`src/arf_pkg.sv`:
```
// Purpose: shared constants for the ready flag and serial port block
// Assumes: 24-bit converter words, 8-bit command byte
// Notes: apb offsets are byte addresses
package arf_pkg;
	// ==========================================
	// widths
	localparam int WORD_W = 24;
	localparam int COMM_W = 8;
	localparam int SEL_W = 3;
	localparam int MODE_W = 2;
	localparam int IRQ_W = 4;
	// ==========================================
	// command byte fields
	localparam int COMM_RD_BIT = 6;
	localparam int SEL_LSB = 0;
	localparam logic [SEL_W-1:0] SEL_COMM_STAT = 3'h0;
	localparam logic [SEL_W-1:0] SEL_DATA = 3'h1;
	localparam logic [SEL_W-1:0] SEL_MODE = 3'h2;
	localparam logic [SEL_W-1:0] SEL_FILT = 3'h3;
	localparam logic [SEL_W-1:0] SEL_DAC = 3'h4;
	localparam logic [SEL_W-1:0] SEL_OFFS = 3'h5;
	localparam logic [SEL_W-1:0] SEL_GAIN = 3'h6;
	// ==========================================
	// internal register fields
	localparam int MODE_LSB = 0;
	localparam logic [MODE_W-1:0] MODE_IDLE = 2'h0;
	localparam logic [MODE_W-1:0] MODE_CONV = 2'h1;
	localparam logic [MODE_W-1:0] MODE_CAL = 2'h2;
	localparam int CHOP_BIT = 4;
	localparam int STAT_RDY = 7;
	localparam int STAT_CAL = 6;
	localparam int STAT_CHOP = 5;
	// ==========================================
	// reset values
	localparam logic [COMM_W-1:0] COMM_RST = 8'h00;
	localparam logic [WORD_W-1:0] MODE_RST = 24'h00_0000;
	localparam logic [WORD_W-1:0] FILT_RST = 24'h00_0010;
	localparam logic [WORD_W-1:0] DAC_RST = 24'h00_0000;
	localparam logic [WORD_W-1:0] OFFS_RST = 24'h80_0000;
	localparam logic [WORD_W-1:0] GAIN_RST = 24'h80_0000;
	// ==========================================
	// apb map and interrupt bits
	localparam logic [11:0] OFF_IRQ_STAT = 12'h000;
	localparam logic [11:0] OFF_IRQ_MASK = 12'h004;
	localparam logic [11:0] OFF_STATE = 12'h008;
	localparam logic [11:0] OFF_DATA = 12'h00C;
	localparam int IRQ_NEW = 0;
	localparam int IRQ_CAL = 1;
	localparam int IRQ_MISS = 2;
	localparam int IRQ_BADWR = 3;
	// ==========================================
	// port sequencer states
	typedef enum logic [1:0] {
		ST_CMD = 2'b00,
		ST_RD = 2'b01,
		ST_WR = 2'b10
	} arf_state_e;
endpackage

```
`src/arf_sp_if.sv`:
```
// Purpose: link between port sequencer and bit shifter
// Assumes: one clock domain
// Notes: load is a one-cycle pulse
`timescale 1ns/1ps
interface arf_sp_if #(parameter int W = 24);
	logic load;
	logic [$clog2(W+1)-1:0] len;
	logic [W-1:0] tx_word;
	logic done;
	logic [W-1:0] rx_word;
	logic frame;
	modport shifter (input load, len, tx_word, output done, rx_word, frame);
	modport ctrl (output load, len, tx_word, input done, rx_word, frame);
endinterface

```
`src/arf_shifter.sv`:
```
// Purpose: samples the serial pins and shifts words in and out
// Assumes: host changes din on sclk fall, samples dout on sclk rise
// Notes: pins pass two flops before use
`timescale 1ns/1ps
module arf_shifter import arf_pkg::*; #(
	parameter int W = WORD_W
) (
	input wire logic ref_clk,
	input wire logic rst,
	input wire logic ce,
	input wire logic sclk,
	input wire logic din,
	input wire logic cs_n,
	output logic dout,
	arf_sp_if.shifter sp
);
	localparam int LW = $clog2(W+1);
	// ==========================================
	// pin synchronisers
	wire [2:0] pin_raw;
	wire [2:0] pin_s;
	logic sclk_d;
	logic [LW-1:0] cnt;
	logic [W-1:0] rx_sh;
	logic [W-1:0] tx_sh;
	logic rise;
	logic last;
	assign pin_raw = {cs_n, din, sclk};
	generate
		for (genvar i = 0; i < 3; i++) begin : g_sync
			logic q1;
			logic q2;
			always_ff @(posedge ref_clk) begin
				if (rst) begin
					q1 <= 1'b1;
					q2 <= 1'b1;
				end else if (ce) begin
					q1 <= pin_raw[i];
					q2 <= q1;
				end
			end
			assign pin_s[i] = q2;
		end
	endgenerate
	assign sp.frame = !pin_s[2];
	assign rise = pin_s[0] && !sclk_d && sp.frame;
	assign last = (cnt == LW'(sp.len - 1'b1));
	assign dout = tx_sh[W-1];
	// ==========================================
	// edge finder and bit count
	always_ff @(posedge ref_clk) begin
		if (rst) begin
			sclk_d <= 1'b1;
		end else if (ce) begin
			sclk_d <= pin_s[0];
		end
	end
	always_ff @(posedge ref_clk) begin
		if (rst) begin
			cnt <= '0;
		end else if (ce) begin
			if (!sp.frame) begin
				cnt <= '0;
			end else if (rise) begin
				cnt <= last ? '0 : LW'(cnt + 1'b1);
			end
		end
	end
	// ==========================================
	// shift registers
	always_ff @(posedge ref_clk) begin
		if (rst) begin
			rx_sh <= '0;
			sp.rx_word <= '0;
			sp.done <= 1'b0;
		end else if (ce) begin
			sp.done <= rise && last;
			if (rise) begin
				rx_sh <= {rx_sh[W-2:0], pin_s[1]};
			end
			if (rise && last) begin
				sp.rx_word <= {rx_sh[W-2:0], pin_s[1]};
			end
		end
	end
	always_ff @(posedge ref_clk) begin
		if (rst) begin
			tx_sh <= '0;
		end else if (ce) begin
			if (sp.load) begin
				tx_sh <= sp.tx_word << (W - int'(sp.len));
			end else if (rise) begin
				tx_sh <= {tx_sh[W-2:0], 1'b0};
			end
		end
	end
endmodule // arf_shifter

```
`src/arf_top.sv`:
```
// Purpose: ready flag, serial register routing and apb status for a bridge converter
// Assumes: converter core pulses upd_start, upd_done, cal_done on ref_clk
// Notes: apb answers with no wait state while ce is high
`timescale 1ns/1ps
// What this block does
// - in conversion mode, rdy_n goes low when a fresh word sits in data
// - rdy_n goes high once the host has read a full data word
// - unread data: rdy_n high before next update, held during it, low after
// - calibration: rdy_n high at start, low when calibration completes
// - output shifter loads the register chosen by the select field
// - input shifter writes only writable registers; status and data never written
// - chopping and non-chopping operation both supported, host selects
// - with cs_n tied low the port runs on sclk, din and dout alone
// - chop_enable bit in the filter register, one means chopping
module arf_top import arf_pkg::*; #(
	parameter int W = WORD_W
) (
	input wire logic ref_clk,
	input wire logic rst,
	input wire logic ce,
	input wire logic [11:0] paddr,
	input wire logic psel,
	input wire logic penable,
	input wire logic pwrite,
	input wire logic [31:0] pwdata,
	output logic [31:0] prdata,
	output logic pready,
	output logic pslverr,
	input wire logic sclk,
	input wire logic din,
	input wire logic cs_n,
	output logic dout,
	output logic dout_oe,
	output logic rdy_n,
	output logic chop_active,
	output logic conv_mode,
	output logic cal_run,
	input wire logic upd_start,
	input wire logic upd_done,
	input wire logic [W-1:0] upd_data,
	input wire logic cal_done,
	output logic irq
);
	localparam int LW = $clog2(W+1);
	generate
		if (W < COMM_W || W > 32) begin : g_bad_width
			$error("arf_top: W must lie in 8..32");
		end
	endgenerate
	// ==========================================
	// declarations
	arf_sp_if #(.W(W)) sp ();
	arf_state_e state;
	logic [COMM_W-1:0] comm;
	logic [W-1:0] mode_r;
	logic [W-1:0] filt;
	logic [W-1:0] dac;
	logic [W-1:0] offs;
	logic [W-1:0] gain;
	logic [W-1:0] data_r;
	logic [W-1:0] rd_word;
	logic cal_busy;
	logic [SEL_W-1:0] sel;
	logic [SEL_W-1:0] rx_sel;
	logic rx_rd;
	logic wr_ok;
	logic cmd_hit;
	logic wr_hit;
	logic rd_done;
	logic data_rd;
	logic bad_wr;
	logic cal_start;
	logic conv_live;
	logic [IRQ_W-1:0] ev;
	logic [IRQ_W-1:0] stat;
	logic [IRQ_W-1:0] mask;
	logic apb_acc;
	logic apb_setup;
	logic mapped;
	// ==========================================
	// serial shifter
	arf_shifter #(.W(W)) u_shift (
		.ref_clk(ref_clk),
		.rst(rst),
		.ce(ce),
		.sclk(sclk),
		.din(din),
		.cs_n(cs_n),
		.dout(dout),
		.sp(sp.shifter)
	);
	assign dout_oe = sp.frame;
	// ==========================================
	// command decode
	assign sel = comm[SEL_LSB +: SEL_W];
	assign rx_sel = sp.rx_word[SEL_LSB +: SEL_W];
	assign rx_rd = sp.rx_word[COMM_RD_BIT];
	assign cmd_hit = ce && sp.frame && sp.done && state == ST_CMD;
	assign wr_hit = ce && sp.frame && sp.done && state == ST_WR;
	assign rd_done = ce && sp.frame && sp.done && state == ST_RD;
	assign data_rd = rd_done && sel == SEL_DATA;
	always_comb begin
		case (rx_sel)
			SEL_MODE, SEL_FILT, SEL_DAC, SEL_OFFS, SEL_GAIN: wr_ok = 1'b1;
			default: wr_ok = 1'b0;
		endcase
	end
	assign bad_wr = cmd_hit && !rx_rd && !wr_ok && rx_sel != SEL_COMM_STAT;
	assign cal_start = wr_hit && sel == SEL_MODE
		&& sp.rx_word[MODE_LSB +: MODE_W] == MODE_CAL;
	assign conv_mode = mode_r[MODE_LSB +: MODE_W] == MODE_CONV;
	assign conv_live = conv_mode && !cal_busy;
	assign cal_run = cal_busy;
	assign chop_active = filt[CHOP_BIT];
	// ==========================================
	// output word select
	always_comb begin
		rd_word = '0;
		case (sel)
			SEL_COMM_STAT: begin
				rd_word[STAT_RDY] = rdy_n;
				rd_word[STAT_CAL] = cal_busy;
				rd_word[STAT_CHOP] = filt[CHOP_BIT];
				rd_word[MODE_LSB +: MODE_W] = mode_r[MODE_LSB +: MODE_W];
			end
			SEL_DATA: rd_word = data_r;
			SEL_MODE: rd_word = mode_r;
			SEL_FILT: rd_word = filt;
			SEL_DAC: rd_word = dac;
			SEL_OFFS: rd_word = offs;
			SEL_GAIN: rd_word = gain;
			default: rd_word = '0;
		endcase
	end
	assign sp.tx_word = rd_word;
	always_comb begin
		if (state == ST_CMD || (state == ST_RD && sel == SEL_COMM_STAT)) begin
			sp.len = LW'(COMM_W);
		end else begin
			sp.len = LW'(W);
		end
	end
	// ==========================================
	// port sequencer
	always_ff @(posedge ref_clk) begin
		if (rst) begin
			state <= ST_CMD;
			comm <= COMM_RST;
			sp.load <= 1'b0;
		end else if (ce) begin
			sp.load <= 1'b0;
			if (!sp.frame) begin
				state <= ST_CMD;
			end else if (sp.done) begin
				case (state)
					ST_CMD: begin
						comm <= sp.rx_word[COMM_W-1:0];
						if (rx_rd) begin
							state <= ST_RD;
							sp.load <= 1'b1;
						end else if (wr_ok) begin
							state <= ST_WR;
						end
					end
					ST_RD: state <= ST_CMD;
					ST_WR: state <= ST_CMD;
					default: state <= ST_CMD;
				endcase
			end
		end
	end
	// ==========================================
	// internal registers
	always_ff @(posedge ref_clk) begin
		if (rst) begin
			mode_r <= W'(MODE_RST);
			filt <= W'(FILT_RST);
			dac <= W'(DAC_RST);
			offs <= W'(OFFS_RST);
			gain <= W'(GAIN_RST);
		end else if (wr_hit) begin
			case (sel)
				SEL_MODE: mode_r <= sp.rx_word;
				SEL_FILT: filt <= sp.rx_word;
				SEL_DAC: dac <= sp.rx_word;
				SEL_OFFS: offs <= sp.rx_word;
				SEL_GAIN: gain <= sp.rx_word;
				default: ;
			endcase
		end
	end
	always_ff @(posedge ref_clk) begin
		if (rst) begin
			data_r <= '0;
		end else if (ce && conv_live && upd_done) begin
			data_r <= upd_data;
		end
	end
	// ==========================================
	// ready flag
	always_ff @(posedge ref_clk) begin
		if (rst) begin
			rdy_n <= 1'b1;
			cal_busy <= 1'b0;
		end else if (ce) begin
			if (cal_start) begin
				rdy_n <= 1'b1;
				cal_busy <= 1'b1;
			end else if (cal_busy) begin
				if (cal_done) begin
					rdy_n <= 1'b0;
					cal_busy <= 1'b0;
				end
			end else if (conv_mode) begin
				if (upd_done) begin
					rdy_n <= 1'b0;
				end else if (upd_start) begin
					rdy_n <= 1'b1;
				end else if (data_rd) begin
					rdy_n <= 1'b1;
				end
			end
		end
	end
	// ==========================================
	// interrupt status
	always_comb begin
		ev = '0;
		ev[IRQ_NEW] = ce && conv_live && upd_done;
		ev[IRQ_CAL] = ce && cal_busy && cal_done && !cal_start;
		ev[IRQ_MISS] = ce && conv_live && upd_start && !rdy_n;
		ev[IRQ_BADWR] = bad_wr;
	end
	always_ff @(posedge ref_clk) begin
		if (rst) begin
			stat <= '0;
		end else if (apb_acc && !pwrite && paddr == OFF_IRQ_STAT) begin
			stat <= (stat & ~prdata[IRQ_W-1:0]) | ev;
		end else begin
			stat <= stat | ev;
		end
	end
	assign irq = |(stat & mask);
	// ==========================================
	// apb slave
	assign pready = ce;
	assign apb_setup = ce && psel && !penable;
	assign apb_acc = ce && psel && penable;
	always_comb begin
		case (paddr)
			OFF_IRQ_STAT, OFF_IRQ_MASK, OFF_STATE, OFF_DATA: mapped = 1'b1;
			default: mapped = 1'b0;
		endcase
	end
	assign pslverr = psel && penable && !mapped;
	always_ff @(posedge ref_clk) begin
		if (rst) begin
			mask <= '0;
		end else if (apb_acc && pwrite && paddr == OFF_IRQ_MASK) begin
			mask <= pwdata[IRQ_W-1:0];
		end
	end
	always_ff @(posedge ref_clk) begin
		if (rst) begin
			prdata <= 32'h0000_0000;
		end else if (apb_setup) begin
			prdata <= 32'h0000_0000;
			case (paddr)
				OFF_IRQ_STAT: prdata[IRQ_W-1:0] <= stat;
				OFF_IRQ_MASK: prdata[IRQ_W-1:0] <= mask;
				OFF_STATE: begin
					prdata[STAT_RDY] <= rdy_n;
					prdata[STAT_CAL] <= cal_busy;
					prdata[STAT_CHOP] <= filt[CHOP_BIT];
					prdata[MODE_LSB +: MODE_W] <= mode_r[MODE_LSB +: MODE_W];
				end
				OFF_DATA: prdata[W-1:0] <= data_r;
				default: ;
			endcase
		end
	end
endmodule // arf_top

```
`config.mk`:
```
export PLATFORM = sky130hd
export DESIGN_NAME = arf_top
export DESIGN_NICKNAME = d
export VERILOG_FILES = /design/src/arf_pkg.sv /design/src/arf_sp_if.sv /design/src/arf_shifter.sv /design/src/arf_top.sv
export SDC_FILE = /design/constraint.sdc
export NUM_CORES = 1
export LEC_CHECK = 0
export BUFFER_PORTS_ARGS = -buffer_cell sky130_fd_sc_hd__buf_2
export CELL_PAD_IN_SITES_DETAIL_PLACEMENT = 1
export CELL_PAD_IN_SITES_GLOBAL_PLACEMENT = 1
export CORE_UTILIZATION = 45
export DETAILED_ROUTE_END_ITERATION = 7
export PLACE_DENSITY = 0.9
export SYNTH_ARGS = -nofsm -noshare
export SYNTH_HDL_FRONTEND = slang
export SYNTH_SLANG_ARGS = --single-unit
export TNS_END_PERCENT = 20
```
`constraint.sdc`:
```
create_clock -name ref_clk -period 2 [get_ports ref_clk]
set_input_delay 0.2 -clock ref_clk [delete_from_list [all_inputs] [get_ports ref_clk]]
set_output_delay 0.2 -clock ref_clk [all_outputs]
set_load 0.02 [all_outputs]
```
==> flow_summary_export.csv, run 1 <==
group,metric,value,unit
outcome,status,"complete, but fails checks",
outcome,violations,"DRC, setup timing",
pwr,p_leak,5.938,nW
detailed_routing,wire_per_inst,30.34,um
clock_network,clock_latency,0.56,ns
synthesis,ys_types,69,
timing,min_period_over_period,122.4,%
timing,worstMarginPinSlew,0.8704,ns
critical_path,crit_fanout,18,
floorplanning,coreArea,25470,um^2
clock_network,clk_path_buf_depth,3,
floorplanning,die_w,164.0,um
synthesis,synth_area_leaders,"dfxtp_1 45%, mux2i_1 10%, a21oi_1 6.0%",
final_layout,fin_cells,1768,
critical_path,r2r.worst_path.cells,6,
clock_network,htree_levels,1,
detailed_routing,firstDrtPassIters,8,
critical_path,crit_chain,"buf_4 -> buf_12 -> mux2i_1 -> mux4_2 -> mux2_2 -> o22ai_2",
place,gp_congestion,0.8877,
synthesis,yosysTopAreaCellShare,45.42,%
timing,timing.final.setup_violations,28,
critical_path,cp-end-kind,"flop",
floorplanning,io_pins,121,
synthesis,synthArstFlopShare,0,%
synthesis,yosysSeqAreaShare,45.42,%
pwr,powerDensity,778.5,nW/um^2
timing,timing.final.crit_period,2.448,ns
detailed_routing,vias,12130,
synthesis,avgSynthCellArea,9.163,um^2
final_layout,multiInputGateArea,5949,um^2
timing,skew,0.02124,ns
critical_path,r2r_slack,-0.45,ns
final_layout,nets,1495,
clock_network,cts_tree,"built",
job,maxCapViolCount,0,
pwr,ir_worst_vdd,0.0006944,V
final_layout,fin_util,56.43,%
detailed_routing,final_antenna_net_count,0,
final_layout,drive_above_1_share,20.80,%
clock_network,root_buffer,"clkbuf_16",
timing,slew-limit-headroom,41.44,%
timing,report.final.slew_viol_count,0,
synthesis,synth_area,11810,um^2
detailed_routing,drc,5,
timing,finalHoldViolCount,0,
global_routing,grt_pass1_wl,72.87,mm
final_layout,syn2layout_area_growth,21.71,%
critical_path,slowest_delay,0.60,ns
final_layout,regArea,5375,um^2
critical_path,worst-setup-path-type,"flop to flop",
timing,hold_ws,0.009752,ns
clock_network,clk_pin_slew,0.07,ns
critical_path,cp-start-kind,"flop",
global_routing,grt_pass1_vias,12450,
synthesis,synthMostInstantiatedCell,"dfxtp_1",
place,hpwl,25.19,mm
critical_path,cpMaxStageDelayCell,"mux2i_1",
place,place_ws,-0.06576,ns
synthesis,synth_common_cells,"268 x dfxtp_1, 177 x nand2_1, 141 x a21oi_1, 120 x mux2i_1, 110 x nor2_1",
global_routing,antenna_found_initial,7,
floorplanning,die_h,164.0,um
timing,setup_slack,-0.4475,ns
clock_network,cts_buffers,29,
floorplanning,start_util,46.37,%
place,portBuffers,84,
synthesis,yosys_warnings,0,
global_routing,grt_overflow_total,0,
detailed_routing,drt-vias-per-instance,6.861,
detailed_routing,drtIter0Drc,1773,
final_layout,fill_cells,2812,
timing,grt_setup_unrepaired,"yes",
hold_path,hold_class,"input port to flop",
detailed_routing,finalWirelength,53.64,mm
global_routing,grt_max_degree,137,
timing,fmax,408.6,MHz
clock_network,cts.sinks,268,
synthesis,synth_flop_cell,"dfxtp_1",
place,post-place-cells,1669,
synthesis,yosys.area.top_type,"dfxtp_1",
synthesis,syn_inst,1289,
hold_path,hold_depth,3,
critical_path,arrival,2.86,ns
floorplanning,die_area,26900,um^2
floorplanning,placementRows,58,
synthesis,ys_seq_elements,268,
critical_path,cp.required,2.42,ns
synthesis,synth-edff-count,0,
global_routing,groute.usage.overall,35.39,%
## what timing repair did
| action | in CTS | in global routing |
|---|---|---|
| resized for setup | 12 | 36 |
| gates cloned | 0 | 1 |
| endpoints found under the setup margin | 49 | 75 |
| buffers inserted | 0 | 7 |
| endpoints found under the hold margin | 37 | 0 |
| pin swaps | 0 | 7 |
| hold buffers | 36 | 0 |
## cell usage in the layout (no fill, tap or decap), drive strengths merged, types with 7 or more instances in the layout
master and instances:
dfxtp 268, nand2 177, buf 175, a21oi 141, mux2i 120, nor2 110, clkbuf 43, dlygate4sd3 36
o211ai 31, mux2 30, o2111ai 28, a22oi 26, inv 17, a22o 17, nand3 16, o21ai 15
nand4 15, a221o 13, a221oi 13, nand3b 9, a211o 9, nor2b 9, conb 8, clkinv 8
a2111oi 7
## power breakdown
part	internal [mW]	switching, mW	total, mW	leakage [nW]
Sequential	5.34	0.0105	5.35	2.16
Clock	3.09	2.39	5.48	0.455
Combinational	0.123	0.237	0.360	3.32
Total	8.56	2.63	11.2	5.94
## registers in the layout, indices dropped and copies added, names as in the netlist, 24 cells and up
register            flops
u_shift.tx_sh          24
mode_r                 24
filt                   24
gain                   24
prdata                 24
u_shift.sp.rx_word     24
dac                    24
offs                   24
data_r                 24
## path summary, 6_finish.rpt
check,start,endpoint
worst max-delay path,comm[2],u_shift.tx_sh[23]
worst min-delay path,upd_start,stat[2]
worst max register to register,comm[2],u_shift.tx_sh[23]
worst min register to register,u_shift.rx_sh[10],u_shift.rx_sh[11]
## metal layers
| layer | part of all wire [%] | track usage (%) | vias to the layer above |
|---|---|---|---|
| met1 | 34 | 38.77 | 5797 |
| met2 | 45 | 59.82 | 1009 |
| met4 | 8.5 | 24.24 | 0 |
| met3 | 12 | 9.394 | 419 |
| li1 | - | - | 4905 |
| met5 | 0 | 0 | - |
## final cells by class
| type | count | share of cell area [%] |
|---|---|---|
| Sequential cell | 268 | 37.39 |
| Inverter | 19 | 0.4961 |
| Antenna cell | 5 | 0.08704 |
| Clock buffer | 42 | 5.736 |
| Tap cell | 330 | 2.872 |
| Timing Repair Buffer | 212 | 11.40 |
| Multi-Input combinational cell | 884 | 41.39 |
| Clock inverter | 8 | 0.6267 |
## cells by family (layout without fill, tap and decap cells)
group / after synthesis / count (layout) / synth area share [%]
AOI/OAI and AO/OA: 340 / 340 / 19.87
xor gates and xnor gates: 1 / 1 / 0.07417
adders and majority gates: 1 / 1 / 0.1059
buffers and inverters: 144 / 281 / 5.847
DFF: 268 / 268 / 45.42
muxes: 156 / 156 / 14.17
other: 1 / 13 / 0.03175
and+or+nand+nor: 378 / 378 / 14.47
## worst max-delay path: cells and delay by family, from the launching register on
family | cells | cell delay (ns)
muxes | 3 | 1.48
DFF | 1 | 0.39
buffers and inverters | 2 | 0.30
AOI/OAI and AO/OA | 1 | 0.11
## through the flow
step	TNS (ns)	area (um^2)	power, mW
3_5_place_dp	-0.1143	12820	5.745
6_report	-2.878	14380	11.19
2_1_floorplan	0	11840	5.638
4_1_cts	0	14140	11.02
5_1_grt	-4.674	14370	11.39
3_3_place_gp	0	12820	5.737
Note: power is estimated with default switching activity, not from simulation.
==> run 2, diff against run 1 <==
- clock period: 2 -> 2.4 ns (I/O delays scaled with it)
==> flow_summary_export.csv, run 2 (same netlist as run 1, synthesis figures left out) <==
group,metric,value,unit
critical_path,arrival,2.81,ns
final_layout,post-route-cell-area,13910,um^2
final_layout,fin_cells,1733,
detailed_routing,drt-vias-per-instance,6.418,
floorplanning,die_w,164.0,um
hold_path,hold_class,"input port to flop",
clock_network,cts_setup_buffers,0,
detailed_routing,firstDrtPassIters,5,
place,portBuffers,84,
global_routing,groute.usage.overall,31.76,%
clock_network,clock_latency,0.57,ns
global_routing,grt_pass1_vias,11970,
floorplanning,die_h,164.0,um
job,maxCapViolCount,0,
detailed_routing,drtIter0Drc,1333,
detailed_routing,vias,11120,
detailed_routing,drc,0,
clock_network,clk_path_buf_depth,3,
place,gp_congestion,0.8822,
critical_path,r2r-start,"comm[0]",
clock_network,root_buffer,"clkbuf_16",
critical_path,crit_path_frequent_cell,"buf_4",
critical_path,crit_chain,"buf_4 -> nor2b_1 -> buf_4 -> a22oi_1 -> a211o_1 -> a21oi_1",
critical_path,cp-startpoint,"comm[0]",
final_layout,layout_commonest_cell,"dfxtp_1",
place,hpwl,24.85,mm
timing,report.final.slew_viol_count,0,
final_layout,drive_above_1_share,17.76,%
timing,min_period_over_period,99.31,%
detailed_routing,final_antenna_net_count,0,
clock_network,clk_pin_slew,0.06,ns
hold_path,hp-start,"pwrite",
global_routing,grt_overflow_total,0,
place,place_area,12610,um^2
floorplanning,io_pins,121,
global_routing,grt_pass1_wl,66.71,mm
floorplanning,start_util,46.37,%
timing,tns,0,ns
critical_path,r2r_slack,0.02,ns
global_routing,antenna_found_initial,1,
floorplanning,die_area,26900,um^2
pwr,p_leak,5.747,nW
pwr,ir_worst_vdd,0.0008330,V
detailed_routing,finalWirelength,43.01,mm
critical_path,cpMaxStageDelayCell,"nor2b_1",
final_layout,nets,1462,
timing,skew,0.02869,ns
timing,fmax,419.6,MHz
critical_path,cp-end-kind,"flop",
clock_network,cts.sinks,268,
clock_network,cts_buffers,29,
timing,slew-limit-headroom,53.00,%
critical_path,crit_family,"compound AO/OA/AOI/OAI gates",
timing,worstMarginPinSlew,0.7035,ns
final_layout,final_cell_mix,"266 x dfxtp_1, 177 x nand2_1, 141 x a21oi_1, 120 x mux2i_1, 109 x nor2_1",
timing,timing.final.crit_period,2.383,ns
floorplanning,coreArea,25470,um^2
detailed_routing,wire_per_inst,24.82,um
place,post-place-cells,1648,
critical_path,worst-setup-path-type,"flop to flop",
critical_path,crit_fanout,16,
pwr,powerDensity,672.9,nW/um^2
timing,grt_setup_unrepaired,"no",
global_routing,grt_max_degree,129,
clock_network,cts_tree,"built",
floorplanning,placementRows,58,
timing,finalHoldViolCount,0,
outcome,status,"complete, no violations",
timing,timing.final.setup_violations,0,
pwr,power.total,9.357,mW
clock_network,htree_levels,1,
critical_path,cp-start-kind,"flop",
critical_path,critPathBufInv,2,
critical_path,slowest_delay,0.62,ns
critical_path,cp.required,2.83,ns
final_layout,syn2layout_area_growth,17.73,%
-- run 2: changes by cell type in the layout (fill, tap and decap cells not counted), moves of 4 or more --
cell           change
a2111oi_0          +7
buf_12             -5
buf_4             -19
diode_2            -4
dlygate4sd3_1      -5
nor2b_1            +4
-- run 2: layout make-up --
cell class	count	area, um^2
well taps	330	412.9
clock inverters	7	88.84
multi-input cells	885	5824
fillers	2849	11570
diodes	1	2.502
clock buffers	45	865.8
flip-flops and latches	268	5368
repair buffers	178	1272
inverters	19	71.32
-- run 2: stage by stage --
| stage | worst slack [ns] | hold WS, ns | util [%] |
|---|---|---|---|
| 6_report | 0.01651 | 0.02057 | 54.59 |
| 2_1_floorplan | 0.6069 | 0.3684 | - |
| 5_1_grt | 0.04882 | 0.02024 | 54.59 |
| 3_3_place_gp | 0.2301 | 0.4397 | 49.52 |
| 4_1_cts | 0.1047 | 0.004725 | 54.49 |
| 3_5_place_dp | 0.1344 | 0.4482 | 49.52 |
-- run 2: report_power, final --
group	internal [mW]	switching (mW)	leakage [nW]	total [mW]
Combinational	0.0994	0.178	3.11	0.278
Sequential	4.45	0.00828	2.16	4.46
Clock	2.68	1.94	0.473	4.62
Total	7.23	2.12	5.75	9.36
-- run 2: worst reg2reg max path, delay by kind of cell, from the launching register on --
kind            cells  cell delay [ns]
buf+inv             2             0.53
simple gates        1             0.63
flops               1             0.36
compound gates      3             0.72
-- run 2: metal layers --
metal  global-route usage, %  up-vias  wire, um  share of wire (%)
met1                   35.11     5474     16220                 38
met4                   20.79        0      2636                6.1
met5                       0        -         0                  0
li1                        -     4821         -                  -
met2                   55.64      612     21140                 49
met3                   5.909      216      3014                7.0
-- run 2: what timing repair did --
item	CTS	global route
hold endpoints to repair	31	0
setup endpoints to repair	0	16
gates resized for setup	0	3
hold buffers	31	0
-- run 2: final timing paths --
kind                            end  cells after the start
setup / recovery   u_shift.tx_sh[8]                      6
hold / removal              mask[2]                      3
setup reg to reg   u_shift.tx_sh[8]                      6
hold reg to reg   u_shift.rx_sh[22]                      2
==> run 3, diff against run 2 <==
- SYNTH_HIERARCHICAL: default -> 1
==> flow_summary_export.csv, run 3 <==
group,metric,value,unit
outcome,status,"complete, but fails checks",
outcome,violations,"hold timing, setup timing",
place,post-place-cells,1832,
global_routing,grt_overflow_total,0,
place,portBuffers,84,
critical_path,r2r-start,"comm[1]",
timing,hold_ws,-0.02063,ns
final_layout,fin_cells,1959,
pwr,intPower,7.746,mW
floorplanning,die_w,167.8,um
synthesis,synth-edff-count,0,
critical_path,crit_fanout,9,
timing,fmax,284.8,MHz
critical_path,worst-setup-path-type,"flop to flop",
synthesis,avgSynthCellArea,8.777,um^2
synthesis,synth_flop_cell,"dfxtp_1",
pwr,seq_power_share,42.5,%
global_routing,grt_pass1_vias,13970,
critical_path,r2r.worst_path.cells,10,
clock_network,cts_buffers,30,
final_layout,drive_above_1_share,26.61,%
final_layout,syn2layout_area_growth,29.22,%
clock_network,clk_pin_slew,0.08,ns
synthesis,ys_types,85,
hold_path,hold_depth,2,
clock_network,htree_levels,1,
floorplanning,coreArea,26950,um^2
detailed_routing,vias,14280,
floorplanning,placementRows,60,
detailed_routing,drtIter0Drc,2154,
synthesis,yosysTopAreaCellShare,43.35,%
critical_path,cp.required,2.89,ns
global_routing,antenna_found_initial,13,
pwr,p_leak,6.756,nW
timing,timing.final.setup_violations,62,
synthesis,yosys.area.top_type,"dfxtp_1",
synthesis,synthArstFlopShare,0,%
critical_path,r2r-end,"u_shift/tx_sh[16]",
global_routing,grt_pass1_wl,87.98,mm
critical_path,arrival,4.00,ns
final_layout,post-route-cell-area,15990,um^2
synthesis,synth_area_leaders,"dfxtp_1 43%, mux2i_1 12%, nand2_1 7.1%",
synthesis,ys_seq_elements,268,
global_routing,grt_max_degree,57,
final_layout,fin_util,59.34,%
floorplanning,io_pins,121,
clock_network,root_buffer,"clkbuf_16",
hold_path,min_to,"stat[1]",
final_layout,final_cell_mix,"265 x dfxtp_1, 233 x nand2_1, 140 x nor2_1, 128 x mux2i_1, 120 x a21oi_1",
timing,slew-limit-headroom,25.79,%
critical_path,r2r_slack,-1.11,ns
timing,report.final.slew_viol_count,0,
final_layout,fill_cells,2983,
detailed_routing,drt-vias-per-instance,7.291,
critical_path,cp-end-kind,"flop",
synthesis,synth_common_cells,"268 x dfxtp_1, 235 x nand2_1, 145 x mux2i_1, 143 x nor2_1, 127 x a21oi_1",
pwr,switching_share,25.99,%
floorplanning,start_util,45.92,%
synthesis,syn_inst,1410,
detailed_routing,wire_per_inst,36.38,um
pwr,powerDensity,654.5,nW/um^2
clock_network,cts_tree,"built",
pwr,power.share.clock,51.4,%
timing,grt_setup_unrepaired,"yes",
job,maxCapViolCount,0,
pwr,switchingPower,2.720,mW
pwr,pwr-share-comb,6.1,%
final_layout,nets,1671,
synthesis,yosysSeqAreaShare,43.35,%
detailed_routing,final_antenna_net_count,0,
detailed_routing,drc,0,
final_layout,layout_commonest_cell,"dfxtp_1",
place,hpwl,28.65,mm
critical_path,cp-start-kind,"flop",
detailed_routing,firstDrtPassIters,8,
pwr,ir_worst_vdd,0.0006275,V
synthesis,yosys_warnings,6,
global_routing,groute.usage.overall,41.45,%
detailed_routing,finalWirelength,71.27,mm
timing,worstMarginPinSlew,1.111,ns
synthesis,synth_area,12380,um^2
clock_network,clock_latency,0.61,ns
place,gp_congestion,0.9315,
floorplanning,die_h,167.8,um
timing,timing.final.crit_period,3.511,ns
place,place_area,13510,um^2
timing,setup_slack,-1.111,ns
timing,finalHoldViolCount,1,
clock_network,clk_path_buf_depth,3,
timing,skew,0.02560,ns
place,place_ws,-0.3399,ns
clock_network,cts.sinks,268,
hold_path,hp-start,"cal_done",
hold_path,hold_class,"input port to flop",
synthesis,synthMostInstantiatedCell,"dfxtp_1",
floorplanning,die_area,28170,um^2
timing,min_period_over_period,146.3,%
==> run 3: changes by cell type after synthesis, moves of 12 or more <==
| cell | previous run | this run |
|---|---|---|
| nand2_1 | 177 | 235 |
| a22oi_1 | 26 | 66 |
| nor2_1 | 110 | 143 |
| mux2i_1 | 120 | 145 |
| o2111ai_1 | 27 | 2 |
| mux2_2 | 30 | 6 |
| o211ai_1 | 31 | 9 |
| o21ai_0 | 15 | 36 |
| nand3_1 | 16 | 34 |
| a21oi_1 | 141 | 127 |
| buf_2 | 29 | 17 |
==> run 3: worst max-delay path by stage <==
stage               startpoint           endpoint  cells after the start  slack [ns]
global placement       comm[0]  u_shift/tx_sh[19]                      8       -0.18
detailed placement     comm[0]   u_shift/tx_sh[8]                      9       -0.34
CTS                    comm[1]  u_shift/tx_sh[23]                     12       -0.22
global route           comm[1]  u_shift/tx_sh[16]                     10       -1.09
floorplan              comm[0]   u_shift/tx_sh[6]                     10       -0.01
finish                 comm[1]  u_shift/tx_sh[16]                     10       -1.11
==> run 3: cell families after synthesis <==
| logic type | count (synthesis) | synth area share [%] |
|---|---|---|
| compound gates | 341 | 18.36 |
| xor+xnor | 13 | 1.031 |
| fa+ha+maj | 3 | 0.3033 |
| buf+inv | 137 | 5.803 |
| flops | 268 | 43.35 |
| mux | 156 | 13.18 |
| other cells | 2 | 0.06068 |
| simple gates | 490 | 17.91 |
==> run 3: layout make-up <==
class,instances,area [um^2],share of cell area (%)
inverters,16,60.06,0.3756
clock buffers,40,868.3,5.430
diodes,6,15.01,0.09389
well taps,341,426.7,2.668
clock inverters,16,235.2,1.471
flip-flops and latches,268,5376,33.62
repair buffers,250,1931,12.07
multi-input cells,1022,7079,44.27
==> run 3: metrics by stage <==
step | power, mW | TNS, ns
3_5_place_dp | 4.965 | -4.707
2_1_floorplan | 4.886 | -0.01405
3_3_place_gp | 4.958 | -2.446
5_1_grt | 10.58 | -20.40
4_1_cts | 10.08 | -2.695
6_report | 10.47 | -21.22
==> run 3: per-layer routing <==
layer	share of wire (%)	routed length [um]	track usage, %	vias up
met5	0.16	112	0	-
met4	12	8250	35.50	12
met3	14	10180	12.81	709
met2	42	30010	66.45	1531
met1	32	22710	44.82	6694
li1	-	-	-	5337
==> run 3: critical path, cell delays in order (launching register included) <==
cell and delay [ns]:
dfxtp_4 0.39, buf_4 0.14, and3b_2 0.35, buf_4 0.31, a22oi_1 0.14, nand3_2 0.17, mux2i_1 0.16, o32a_1 0.38
a211oi_1 0.93, o31ai_2 0.10, a31oi_1 0.30
==> run 3: power groups by stage <==
stage | Clock [mW] | Sequential (mW) | Combinational (mW)
after floorplan | 0 | 4.56 | 0.330
after global placement | 0 | 4.56 | 0.401
after detailed placement | 0 | 4.56 | 0.407
after CTS | 5.15 | 4.46 | 0.479
after global routing | 5.48 | 4.45 | 0.647
final | 5.38 | 4.45 | 0.638
==> run 3: what timing repair did <==
action | 4_1_cts | 5_1_grt
setup endpoints to repair | 49 | 52
buffers inserted | 8 | 25
endpoints found under the hold margin | 31 | 0
pin swaps | 18 | 33
gates resized for setup | 71 | 91
gates cloned | 0 | 1
hold buffers | 31 | 0
